<file path="src/logic/acs_pkg.sv">
// Constants, types and register map of the conversion sequencer
package acs_pkg;
	// ****************************************************************
	// Timing
	// ****************************************************************
	localparam int unsigned CLK_PERIOD_NS = 4;
	localparam int unsigned NS_PER_US = 1000;
	localparam int unsigned T_CONV_60_1X_US = 133000;
	localparam int unsigned T_CONV_60_2X_US = 67000;
	localparam int unsigned T_CONV_50_1X_US = 160000;
	localparam int unsigned T_CONV_50_2X_US = 80000;
	localparam int unsigned T_CONV_5060_1X_US = 147000;
	localparam int unsigned T_CONV_5060_2X_US = 73600;
	localparam int unsigned T_POR_US = 4000;
	// Slowest detectable external clock is 10 kHz
	localparam int unsigned T_EXT_DETECT_US = 100;
	localparam int unsigned CYC_CONV_60_1X = T_CONV_60_1X_US * NS_PER_US / CLK_PERIOD_NS;
	localparam int unsigned CYC_CONV_60_2X = T_CONV_60_2X_US * NS_PER_US / CLK_PERIOD_NS;
	localparam int unsigned CYC_CONV_50_1X = T_CONV_50_1X_US * NS_PER_US / CLK_PERIOD_NS;
	localparam int unsigned CYC_CONV_50_2X = T_CONV_50_2X_US * NS_PER_US / CLK_PERIOD_NS;
	localparam int unsigned CYC_CONV_5060_1X = T_CONV_5060_1X_US * NS_PER_US / CLK_PERIOD_NS;
	localparam int unsigned CYC_CONV_5060_2X = T_CONV_5060_2X_US * NS_PER_US / CLK_PERIOD_NS;
	localparam int unsigned CYC_POR = T_POR_US * NS_PER_US / CLK_PERIOD_NS;
	localparam int unsigned CYC_EXT_DETECT = T_EXT_DETECT_US * NS_PER_US / CLK_PERIOD_NS;
	localparam logic [31:0] EXT_EDGES_1X = 32'h0000_A04C;
	localparam logic [31:0] EXT_EDGES_2X = 32'h0000_504C;
	// Calibration occupies the last eighth of each conversion
	localparam int unsigned CAL_SHIFT = 3;
	// ****************************************************************
	// Register map
	// ****************************************************************
	localparam logic [3:0] OFS_CONFIG = 4'h0;
	localparam logic [3:0] OFS_STATUS = 4'h4;
	localparam logic [3:0] OFS_RESULT = 4'h8;
	localparam logic [3:0] OFS_CONTROL = 4'hC;
	localparam logic [6:0] CONFIG_RESET = 7'h00;
	localparam int unsigned CTRL_START_BIT = 0;
	localparam logic [1:0] RESP_OKAY = 2'h0;
	localparam logic [1:0] RESP_SLVERR = 2'h2;
	localparam logic [1:0] RESP_DECERR = 2'h3;
	// ****************************************************************
	// Result coding
	// ****************************************************************
	localparam logic signed [23:0] FULL_SCALE_LIMIT = 24'sh01_0000;
	localparam logic [23:0] RES_OVER = 24'hC0_0000;
	localparam logic [23:0] RES_UNDER = 24'h3F_FFFF;
	localparam logic [2:0] GAIN_ONE = 3'h0;
	// ****************************************************************
	// Types
	// ****************************************************************
	typedef enum logic [1:0] {REJ_5060 = 2'h0, REJ_50 = 2'h1, REJ_60 = 2'h2} acs_rej_e;
	typedef enum logic [1:0] {ST_RESET = 2'h0, ST_POR = 2'h1, ST_CONVERT = 2'h3, ST_READY = 2'h2} acs_state_e;
	typedef struct packed {
		logic speed_2x;
		acs_rej_e rejection;
		logic gain_select_bit2;
		logic gain_select_bit1;
		logic gain_select_bit0;
		logic internal_temperature_input;
	} acs_cfg_s;
	typedef struct packed {
		logic converting;
		logic calibrating;
		logic ext_clock;
		acs_cfg_s cfg;
	} acs_conv_s;
endpackage : acs_pkg

</file>
<file path="src/logic/acs_sequencer.sv">
// Conversion sequencer with power-on reset, timing and result latch
`timescale 1ns/100ps
module acs_sequencer
	import acs_pkg::*;
#(
	parameter int unsigned P_CONV_60_1X = CYC_CONV_60_1X,
	parameter int unsigned P_CONV_60_2X = CYC_CONV_60_2X,
	parameter int unsigned P_CONV_50_1X = CYC_CONV_50_1X,
	parameter int unsigned P_CONV_50_2X = CYC_CONV_50_2X,
	parameter int unsigned P_CONV_5060_1X = CYC_CONV_5060_1X,
	parameter int unsigned P_CONV_5060_2X = CYC_CONV_5060_2X,
	parameter int unsigned P_POR = CYC_POR,
	parameter int unsigned P_EXT_DETECT = CYC_EXT_DETECT
)
(
	input wire logic i_clock,
	input wire logic i_rst_n,
	input wire logic i_undervoltage,
	input wire logic i_address_or_ext_clock_pin,
	input wire logic signed [23:0] i_filter_value,
	input wire logic [3:0] i_avs_address,
	input wire logic i_avs_read,
	input wire logic i_avs_write,
	input wire logic [31:0] i_avs_writedata,
	input wire logic [3:0] i_avs_byteenable,
	output logic [31:0] o_avs_readdata,
	output logic o_avs_waitrequest,
	output logic [1:0] o_avs_response,
	output logic o_result_ready,
	output acs_conv_s o_conv
);
	// ****************************************************************
	// Pin synchronisers and external clock detect
	// ****************************************************************
	logic uv_meta_reg, uv_sync_reg;
	logic ext_meta_reg, ext_sync_reg, ext_prev_reg;
	logic [31:0] ext_idle_reg, ext_idle_next;
	logic ext_present_reg, ext_present_next;
	logic ext_edge;

	assign ext_edge = ext_sync_reg & ~ext_prev_reg;

	always_comb
	begin
		ext_idle_next = ext_idle_reg;
		ext_present_next = ext_present_reg;
		if (ext_edge)
		begin
			ext_idle_next = 32'h0;
			ext_present_next = 1'b1;
		end
		else if (ext_idle_reg >= 32'(P_EXT_DETECT))
			ext_present_next = 1'b0;
		else
			ext_idle_next = ext_idle_reg + 32'h1;
	end

	always_ff @(posedge i_clock or negedge i_rst_n)
	begin
		if (!i_rst_n)
		begin
			uv_meta_reg <= 1'b1;
			uv_sync_reg <= 1'b1;
			ext_meta_reg <= 1'b0;
			ext_sync_reg <= 1'b0;
			ext_prev_reg <= 1'b0;
			ext_idle_reg <= 32'h0;
			ext_present_reg <= 1'b0;
		end
		else
		begin
			uv_meta_reg <= i_undervoltage;
			uv_sync_reg <= uv_meta_reg;
			ext_meta_reg <= i_address_or_ext_clock_pin;
			ext_sync_reg <= ext_meta_reg;
			ext_prev_reg <= ext_sync_reg;
			ext_idle_reg <= ext_idle_next;
			ext_present_reg <= ext_present_next;
		end
	end

	// ****************************************************************
	// Helpers
	// ****************************************************************
	function automatic acs_cfg_s effective_cfg(input acs_cfg_s c);
		acs_cfg_s e;
		e = c;
		if (c.internal_temperature_input)
		begin
			{e.gain_select_bit2, e.gain_select_bit1, e.gain_select_bit0} = GAIN_ONE;
			e.speed_2x = 1'b0;
		end
		return e;
	endfunction : effective_cfg

	function automatic logic [31:0] conv_length(input acs_cfg_s e, input logic ext);
		logic [31:0] n;
		n = 32'(P_CONV_5060_1X);
		if (ext)
			n = e.speed_2x ? EXT_EDGES_2X : EXT_EDGES_1X;
		else
		begin
			case (e.rejection)
				REJ_60: n = e.speed_2x ? 32'(P_CONV_60_2X) : 32'(P_CONV_60_1X);
				REJ_50: n = e.speed_2x ? 32'(P_CONV_50_2X) : 32'(P_CONV_50_1X);
				default: n = e.speed_2x ? 32'(P_CONV_5060_2X) : 32'(P_CONV_5060_1X);
			endcase
		end
		return n;
	endfunction : conv_length

	function automatic logic [23:0] range_code(input logic signed [23:0] v);
		logic [23:0] r;
		r = v;
		if (v >= FULL_SCALE_LIMIT)
			r = RES_OVER;
		else if (v < -FULL_SCALE_LIMIT)
			r = RES_UNDER;
		return r;
	endfunction : range_code

	// ****************************************************************
	// Sequencer and register file
	// ****************************************************************
	acs_state_e state_reg, state_next;
	acs_cfg_s cfg_reg, cfg_next;
	logic [31:0] cnt_reg, cnt_next;
	logic [31:0] len_reg, len_next;
	logic conv_ext_reg, conv_ext_next;
	logic [23:0] result_reg, result_next;
	logic ready_reg, ready_next;
	logic wait_reg, wait_next;
	logic [31:0] rdata_reg, rdata_next;
	logic [1:0] resp_reg, resp_next;
	acs_conv_s conv_reg, conv_next;
	logic req, take, start, tick;

	assign req = i_avs_read | i_avs_write;
	assign take = req & wait_reg;
	assign tick = conv_ext_reg ? ext_edge : 1'b1;

	always_comb
	begin
		state_next = state_reg;
		cfg_next = cfg_reg;
		cnt_next = cnt_reg;
		len_next = len_reg;
		conv_ext_next = conv_ext_reg;
		result_next = result_reg;
		ready_next = ready_reg;
		wait_next = 1'b1;
		rdata_next = rdata_reg;
		resp_next = resp_reg;
		start = 1'b0;
		if (take)
		begin
			wait_next = 1'b0;
			rdata_next = 32'h0;
			resp_next = RESP_OKAY;
			case (i_avs_address)
				OFS_STATUS:
					if (i_avs_read)
						rdata_next = {27'h0, conv_reg.calibrating, state_reg == ST_POR,
							ext_present_reg, ready_reg, state_reg == ST_CONVERT};
				OFS_CONFIG:
					if (state_reg != ST_READY)
						resp_next = RESP_SLVERR;
					else if (i_avs_read)
						rdata_next = {25'h0, cfg_reg};
					else
					begin
						if (i_avs_byteenable[0])
							cfg_next = acs_cfg_s'(i_avs_writedata[6:0]);
						start = 1'b1;
					end
				OFS_RESULT:
					if (state_reg != ST_READY || !i_avs_read)
						resp_next = RESP_SLVERR;
					else
					begin
						rdata_next = {8'h0, result_reg};
						start = 1'b1;
					end
				OFS_CONTROL:
					if (state_reg != ST_READY)
						resp_next = RESP_SLVERR;
					else if (i_avs_write && i_avs_writedata[CTRL_START_BIT])
						start = 1'b1;
				default:
					resp_next = RESP_DECERR;
			endcase
		end
		case (state_reg)
			ST_RESET:
			begin
				state_next = ST_POR;
				cnt_next = 32'(P_POR);
			end
			ST_POR:
				if (cnt_reg <= 32'h1)
					start = 1'b1;
				else
					cnt_next = cnt_reg - 32'h1;
			ST_CONVERT:
				if (tick)
				begin
					if (cnt_reg <= 32'h1)
					begin
						state_next = ST_READY;
						result_next = range_code(i_filter_value);
						ready_next = 1'b1;
					end
					else
						cnt_next = cnt_reg - 32'h1;
				end
			ST_READY:
				;
			default:
				state_next = ST_RESET;
		endcase
		if (start)
		begin
			state_next = ST_CONVERT;
			ready_next = 1'b0;
			conv_ext_next = ext_present_reg;
			len_next = conv_length(effective_cfg(cfg_next), ext_present_reg);
			cnt_next = len_next;
		end
		conv_next.converting = state_next == ST_CONVERT;
		// Calibration slot sits inside the count, so cycle length is unchanged
		conv_next.calibrating = state_next == ST_CONVERT
			&& cnt_next <= (len_next >> CAL_SHIFT);
		conv_next.ext_clock = conv_ext_next;
		conv_next.cfg = effective_cfg(cfg_next);
		if (uv_sync_reg)
		begin
			state_next = ST_RESET;
			cfg_next = CONFIG_RESET;
			cnt_next = 32'h0;
			len_next = 32'h0;
			conv_ext_next = 1'b0;
			ready_next = 1'b0;
			result_next = 24'h0;
			conv_next = '0;
		end
	end

	always_ff @(posedge i_clock or negedge i_rst_n)
	begin
		if (!i_rst_n)
		begin
			state_reg <= ST_RESET;
			cfg_reg <= CONFIG_RESET;
			cnt_reg <= 32'h0;
			len_reg <= 32'h0;
			conv_ext_reg <= 1'b0;
			result_reg <= 24'h0;
			ready_reg <= 1'b0;
			wait_reg <= 1'b1;
			rdata_reg <= 32'h0;
			resp_reg <= RESP_OKAY;
			conv_reg <= '0;
		end
		else
		begin
			state_reg <= state_next;
			cfg_reg <= cfg_next;
			cnt_reg <= cnt_next;
			len_reg <= len_next;
			conv_ext_reg <= conv_ext_next;
			result_reg <= result_next;
			ready_reg <= ready_next;
			wait_reg <= wait_next;
			rdata_reg <= rdata_next;
			resp_reg <= resp_next;
			conv_reg <= conv_next;
		end
	end

	assign o_avs_readdata = rdata_reg;
	assign o_avs_waitrequest = wait_reg;
	assign o_avs_response = resp_reg;
	assign o_result_ready = ready_reg;
	assign o_conv = conv_reg;

	// ****************************************************************
	// Checks
	// ****************************************************************
	a_uv_holds_reset: assert property (@(posedge i_clock) disable iff (!i_rst_n)
		uv_sync_reg |=> state_reg == ST_RESET && !ready_reg)
		else $error("undervoltage did not hold reset");
	a_por_length: assert property (@(posedge i_clock) disable iff (!i_rst_n)
		state_reg == ST_RESET && !uv_sync_reg |=> cnt_reg == 32'(P_POR))
		else $error("power-on pulse length wrong");
	a_por_autostart: assert property (@(posedge i_clock) disable iff (!i_rst_n)
		state_reg == ST_POR && cnt_reg <= 32'h1 && !uv_sync_reg |=> state_reg == ST_CONVERT)
		else $error("no conversion after power-on");
	a_temp_gain_one: assert property (@(posedge i_clock) disable iff (!i_rst_n)
		o_conv.cfg.internal_temperature_input |-> {o_conv.cfg.gain_select_bit2,
			o_conv.cfg.gain_select_bit1, o_conv.cfg.gain_select_bit0} == GAIN_ONE)
		else $error("temperature input without gain one");
	a_temp_speed_1x: assert property (@(posedge i_clock) disable iff (!i_rst_n)
		o_conv.cfg.internal_temperature_input |-> !o_conv.cfg.speed_2x)
		else $error("temperature input at 2x speed");
	a_busy_refused: assert property (@(posedge i_clock) disable iff (!i_rst_n)
		take && i_avs_address == OFS_RESULT && state_reg == ST_CONVERT
		|=> o_avs_response == RESP_SLVERR && !o_avs_waitrequest)
		else $error("result access during conversion accepted");
	a_result_held: assert property (@(posedge i_clock) disable iff (!i_rst_n)
		ready_reg && !start && !uv_sync_reg |=> ready_reg && $stable(result_reg))
		else $error("ready result changed before read");
	a_over_code: assert property (@(posedge i_clock) disable iff (!i_rst_n)
		state_reg == ST_CONVERT && tick && cnt_reg <= 32'h1 && !start && !uv_sync_reg
		&& i_filter_value >= FULL_SCALE_LIMIT |=> result_reg == RES_OVER && ready_reg)
		else $error("overrange code missing");
	a_one_result: assert property (@(posedge i_clock) disable iff (!i_rst_n)
		$rose(ready_reg) |-> $past(state_reg) == ST_CONVERT)
		else $error("result without conversion");
	a_cal_inside: assert property (@(posedge i_clock) disable iff (!i_rst_n)
		o_conv.calibrating |-> o_conv.converting)
		else $error("calibration outside conversion");
	a_default_len: assert property (@(posedge i_clock) disable iff (!i_rst_n)
		state_reg == ST_POR && cnt_reg <= 32'h1 && !uv_sync_reg && !ext_present_reg
		&& cfg_reg == CONFIG_RESET |=> cnt_reg == 32'(P_CONV_5060_1X))
		else $error("default conversion length wrong");
endmodule : acs_sequencer
</file>
<file path="config.mk">
export PLATFORM = sky130hd
export DESIGN_NAME = acs_sequencer
export DESIGN_NICKNAME = d
export VERILOG_FILES = /design/src/logic/acs_pkg.sv /design/src/logic/acs_sequencer.sv
export SDC_FILE = /design/constraint.sdc
export NUM_CORES = 1
export LEC_CHECK = 0
export BUFFER_PORTS_ARGS = -buffer_cell sky130_fd_sc_hd__buf_4
export CORE_MARGIN = 5
export CORE_UTILIZATION = 38
export CTS_BUF_LIST = sky130_fd_sc_hd__clkbuf_2 sky130_fd_sc_hd__clkbuf_4 sky130_fd_sc_hd__clkbuf_8
export CTS_CLUSTER_SIZE = 12
export DETAILED_ROUTE_END_ITERATION = 7
export SLEW_MARGIN = 20
export SYNTH_ARGS = -nofsm -noshare
export SYNTH_HDL_FRONTEND = slang
export SYNTH_SLANG_ARGS = --single-unit
</file>
<file path="constraint.sdc">
create_clock -name i_clock -period 5.2 [get_ports i_clock]
set_clock_uncertainty 0.15 [all_clocks]
set_input_delay 0.26 -clock i_clock [delete_from_list [all_inputs] [get_ports i_clock]]
set_output_delay 0.26 -clock i_clock [all_outputs]
set_load 0.03 [all_outputs]
</file>
==> metrics <==
Worst R2R Setup Slack=a little over 0.3 ns; kind of critical path=reg -> reg; Nets=about 1.2k; Post-synth EDFFs=0; max_cap viols=0; gpl congestion=roughly 0.85; P_sw=approximately 1.2 mW; Combinational Power Share=0.283; Syn Inst Count=964; setup ws final=0.3094 ns; Clock Root Buffer=clkbuf_8; Final min period=4.891 ns; Initial DRC Count=733; status=finished with violations; internal power=between 2 and 2.5 mW; Pwr per Cell Area=just over 300 nW/um^2; die height=~160 um; Cell Count, Final, Fillers Out=1,399; dominant synthesized flop cell=dfrtp_1; Final Setup Violations=0; WP data required=roughly 5.4 ns; Peak supply drop=roughly 0.13 mV; Synth async-reset ratio=1.000; endpoints failing hold=1; largest net degree at the start of global routing=a little over 100; unrepaired setup endpoints after global routing=false; Antenna diodes=0; initial antenna violation count=0; Total GRT Usage=0.1867; Area contributors post-synth=dfrtp_1 (45%), ha_1 (5.8%), nor2_1 (5.3%); DRT Wirelength=roughly 25 mm; count of input and output buffers=roughly 80; CORE AREA=between 20,000 and 25,000 um^2; r2r startpoint=state_reg[0]; synth unique cells=89; Avg Cell Area, Syn=9.410 um^2; Least-Margin Pin Slew=between 0.9 and 1 ns; Static Leak=4.986 nW; via count=about 7.6k; vias in the first global route=about 7.6k; Worst Hold Class=in -> reg; Final Cycle Share=0.9405; Initial Util=0.3865; post-synth top area share=0.4524; Residual DRC=0; Final Slew Violations=0; number of H-tree levels=4; Place WS=0.04576 ns; TritonCTS clock tree=yes; violated checks=negative hold slack; Finished Core Util=0.4559; Filler cells=2,276; Yosys top cell by area=dfrtp_1; synth warn=0; Max-slew headroom=0.3381; share of cells above drive strength 1=0.1713; Row Count=56; Hold Crit Depth=3; wire length per cell=roughly 18 um; CP startpoint kind=flop; critical path fanouts, max=14; hold endpoint=o_conv[4]; sequential share of power=0.431; Worst R2R End=o_conv[8]; die width=around 160 um; vias per cell=roughly 5.4; Reg2Reg Depth=18; sequential area share after synthesis=0.4611; DP Wirelength=between 15 and 20 mm; first-pass GRT wire length=~40 mm; worst hold slack=-0.02568 ns; Setup Buffers After CTS=0; placed insts=approximately 1.3k; grt ovf=0; Sw Ratio=0.3611; register bit total from synthesis=167; Ports=between 100 and 150; worst hold start=i_avs_writedata[4]; Critical Path AT=around 5.1 ns; Clock transition at path regs=0.10 ns; mapped cell area=9071 um^2; drt pass-1 iters=5; fmax=between 200 and 250 MHz; total power draw=3.276 mW; Critical Path End Type=flop; die area=roughly 27,000 um^2; number of nets still failing antenna checks after routing=0; Clock Tree Buf Depth=2; area delta synth->final=17.97%; Clock Power Share=0.285; Worst-Skew Late Latency=0.47 ns; clock sinks=roughly 170; Num CTS Buffers=17
kinds of logic (layout without fill, tap and decap cells):
family / count (synthesis) / in the layout / synth area share
adder cells (fa/ha/maj): 42 / 42 / 0.05793
other: 1 / 8 / 0.0004134
buffers and inverters: 83 / 192 / 0.04276
flip-flops: 167 / 167 / 0.4611
AND/OR/NAND/NOR: 407 / 407 / 0.2303
multiplexers: 17 / 17 / 0.01986
AO/OA/AOI/OAI: 239 / 239 / 0.1799
XOR/XNOR: 8 / 8 / 0.007723
per-stage QoR:
| stage | hold WS (ns) | TNS (ns) | instance area [um^2] |
|---|---|---|---|
| 2_1_floorplan | -0.1856 | 0 | 9097 |
| 3_3_place_gp | 0.1938 | -0.02776 | 10010 |
| 3_5_place_dp | 0.1864 | 0 | 10010 |
| 4_1_cts | 0.0009248 | 0 | 10690 |
| 5_1_grt | 0.006621 | 0 | 10700 |
| 6_report | -0.02568 | 0 | 10700 |
what timing repair did:
action | 4_1_cts | 5_1_grt
hold buffers | 29 | 0
resized for setup | 0 | 3
endpoints found under the hold margin | 127 | 0
setup endpoints to repair | 0 | 1
worst max-delay path, cell delays in order (launching register included):
cell and delay (ns):
dfrtp_1 0.45, inv_1 0.11, ha_1 0.27, nand4_1 0.12
buf_4 0.22, mux2i_2 0.37, inv_1 0.09, ha_1 0.29
buf_4 0.20, nand3b_1 0.23, a211oi_2 0.36, a21oi_1 0.10
ha_1 0.31, nand4_1 0.20, nor4_2 0.50, o311ai_1 0.26
a31oi_1 0.21, o21ai_0 0.15, and4_1 0.19
worst max path at each step:
stage	start	to	slack, ns	cells past startpoint
3_3_place_gp	state_reg[0]	o_conv[8]	-0.03	18
3_5_place_dp	state_reg[0]	o_conv[8]	0.05	18
6_report	state_reg[0]	o_conv[8]	0.31	18
2_1_floorplan	o_avs_waitrequest	o_conv[8]	0.98	17
4_1_cts	state_reg[0]	o_conv[8]	0.03	18
5_1_grt	state_reg[0]	o_conv[8]	0.1	18
layer usage:
metal / track usage / part of all wire
met2: 0.3028 / 0.46
met1: 0.2599 / 0.46
met4: 0.04953 / 0.013
met5: 0 / 0
met3: 0.03244 / 0.062
area by class of cell:
type / instances / area, um^2 / area share
clock buffer: 18 / 247.7 / 0.02315
timing repair buffer: 136 / 1097 / 0.1025
tap: 319 / 399.1 / 0.03730
inverter: 24 / 90.09 / 0.008418
sequential: 167 / 4183 / 0.3909
multi-input combinational: 721 / 4538 / 0.4241
clock inverter: 14 / 146.4 / 0.01368
power groups by stage:
stage               combinational, mW  sequential [mW]  clock, mW
floorplan                       0.638             1.42          0
detailed placement              0.895             1.44          0
finish                          0.927             1.41      0.935
global route                     1.03             1.42       1.02
global placement                0.883             1.44          0
CTS                             0.918             1.41      0.966
cells in the final DEF (no fill, tap or decap), types with 5 or more instances in the layout:
master,instances
inv_1,23
a21o_1,6
clkbuf_8,18
dfrtp_1,164
and2_1,25
buf_4,106
nand2_1,82
a21oi_1,60
o21ai_0,60
nor2b_1,25
a22o_1,17
nand3_1,22
nand2b_1,8
mux2i_1,8
nand4_1,17
a22oi_1,8
conb_1,8
nor4_1,15
a31oi_1,18
and3_1,9
o211ai_1,5
ha_1,42
mux2_2,8
or4_1,6
o21a_1,7
o21bai_1,5
or3_1,7
nor2_1,128
nor3_1,25
inv_8,7
nor3b_1,7
or2_2,5
dlygate4sd3_1,29
synth_stat cells (all sizes together), types with 4 or more instances:
cell,count
nand3,23
o211ai,5
or3,8
o21ai,64
nand2b,8
a31o,4
dfrtp,164
o21bai,5
nor2b,26
o21a,8
nand2,82
a22o,17
a22oi,8
mux2i,9
nor4,19
nor3b,9
buf,24
a21oi,61
and3,9
xnor2,4
ha,42
or2,6
a31oi,19
a211oi,4
or4,7
nand3b,4
nand4,18
nor3,26
mux2,8
xor2,4
a21o,6
clkbuf,35
inv,23
and2,25
nor2,131
Note: power is estimated with default switching activity, not from simulation.
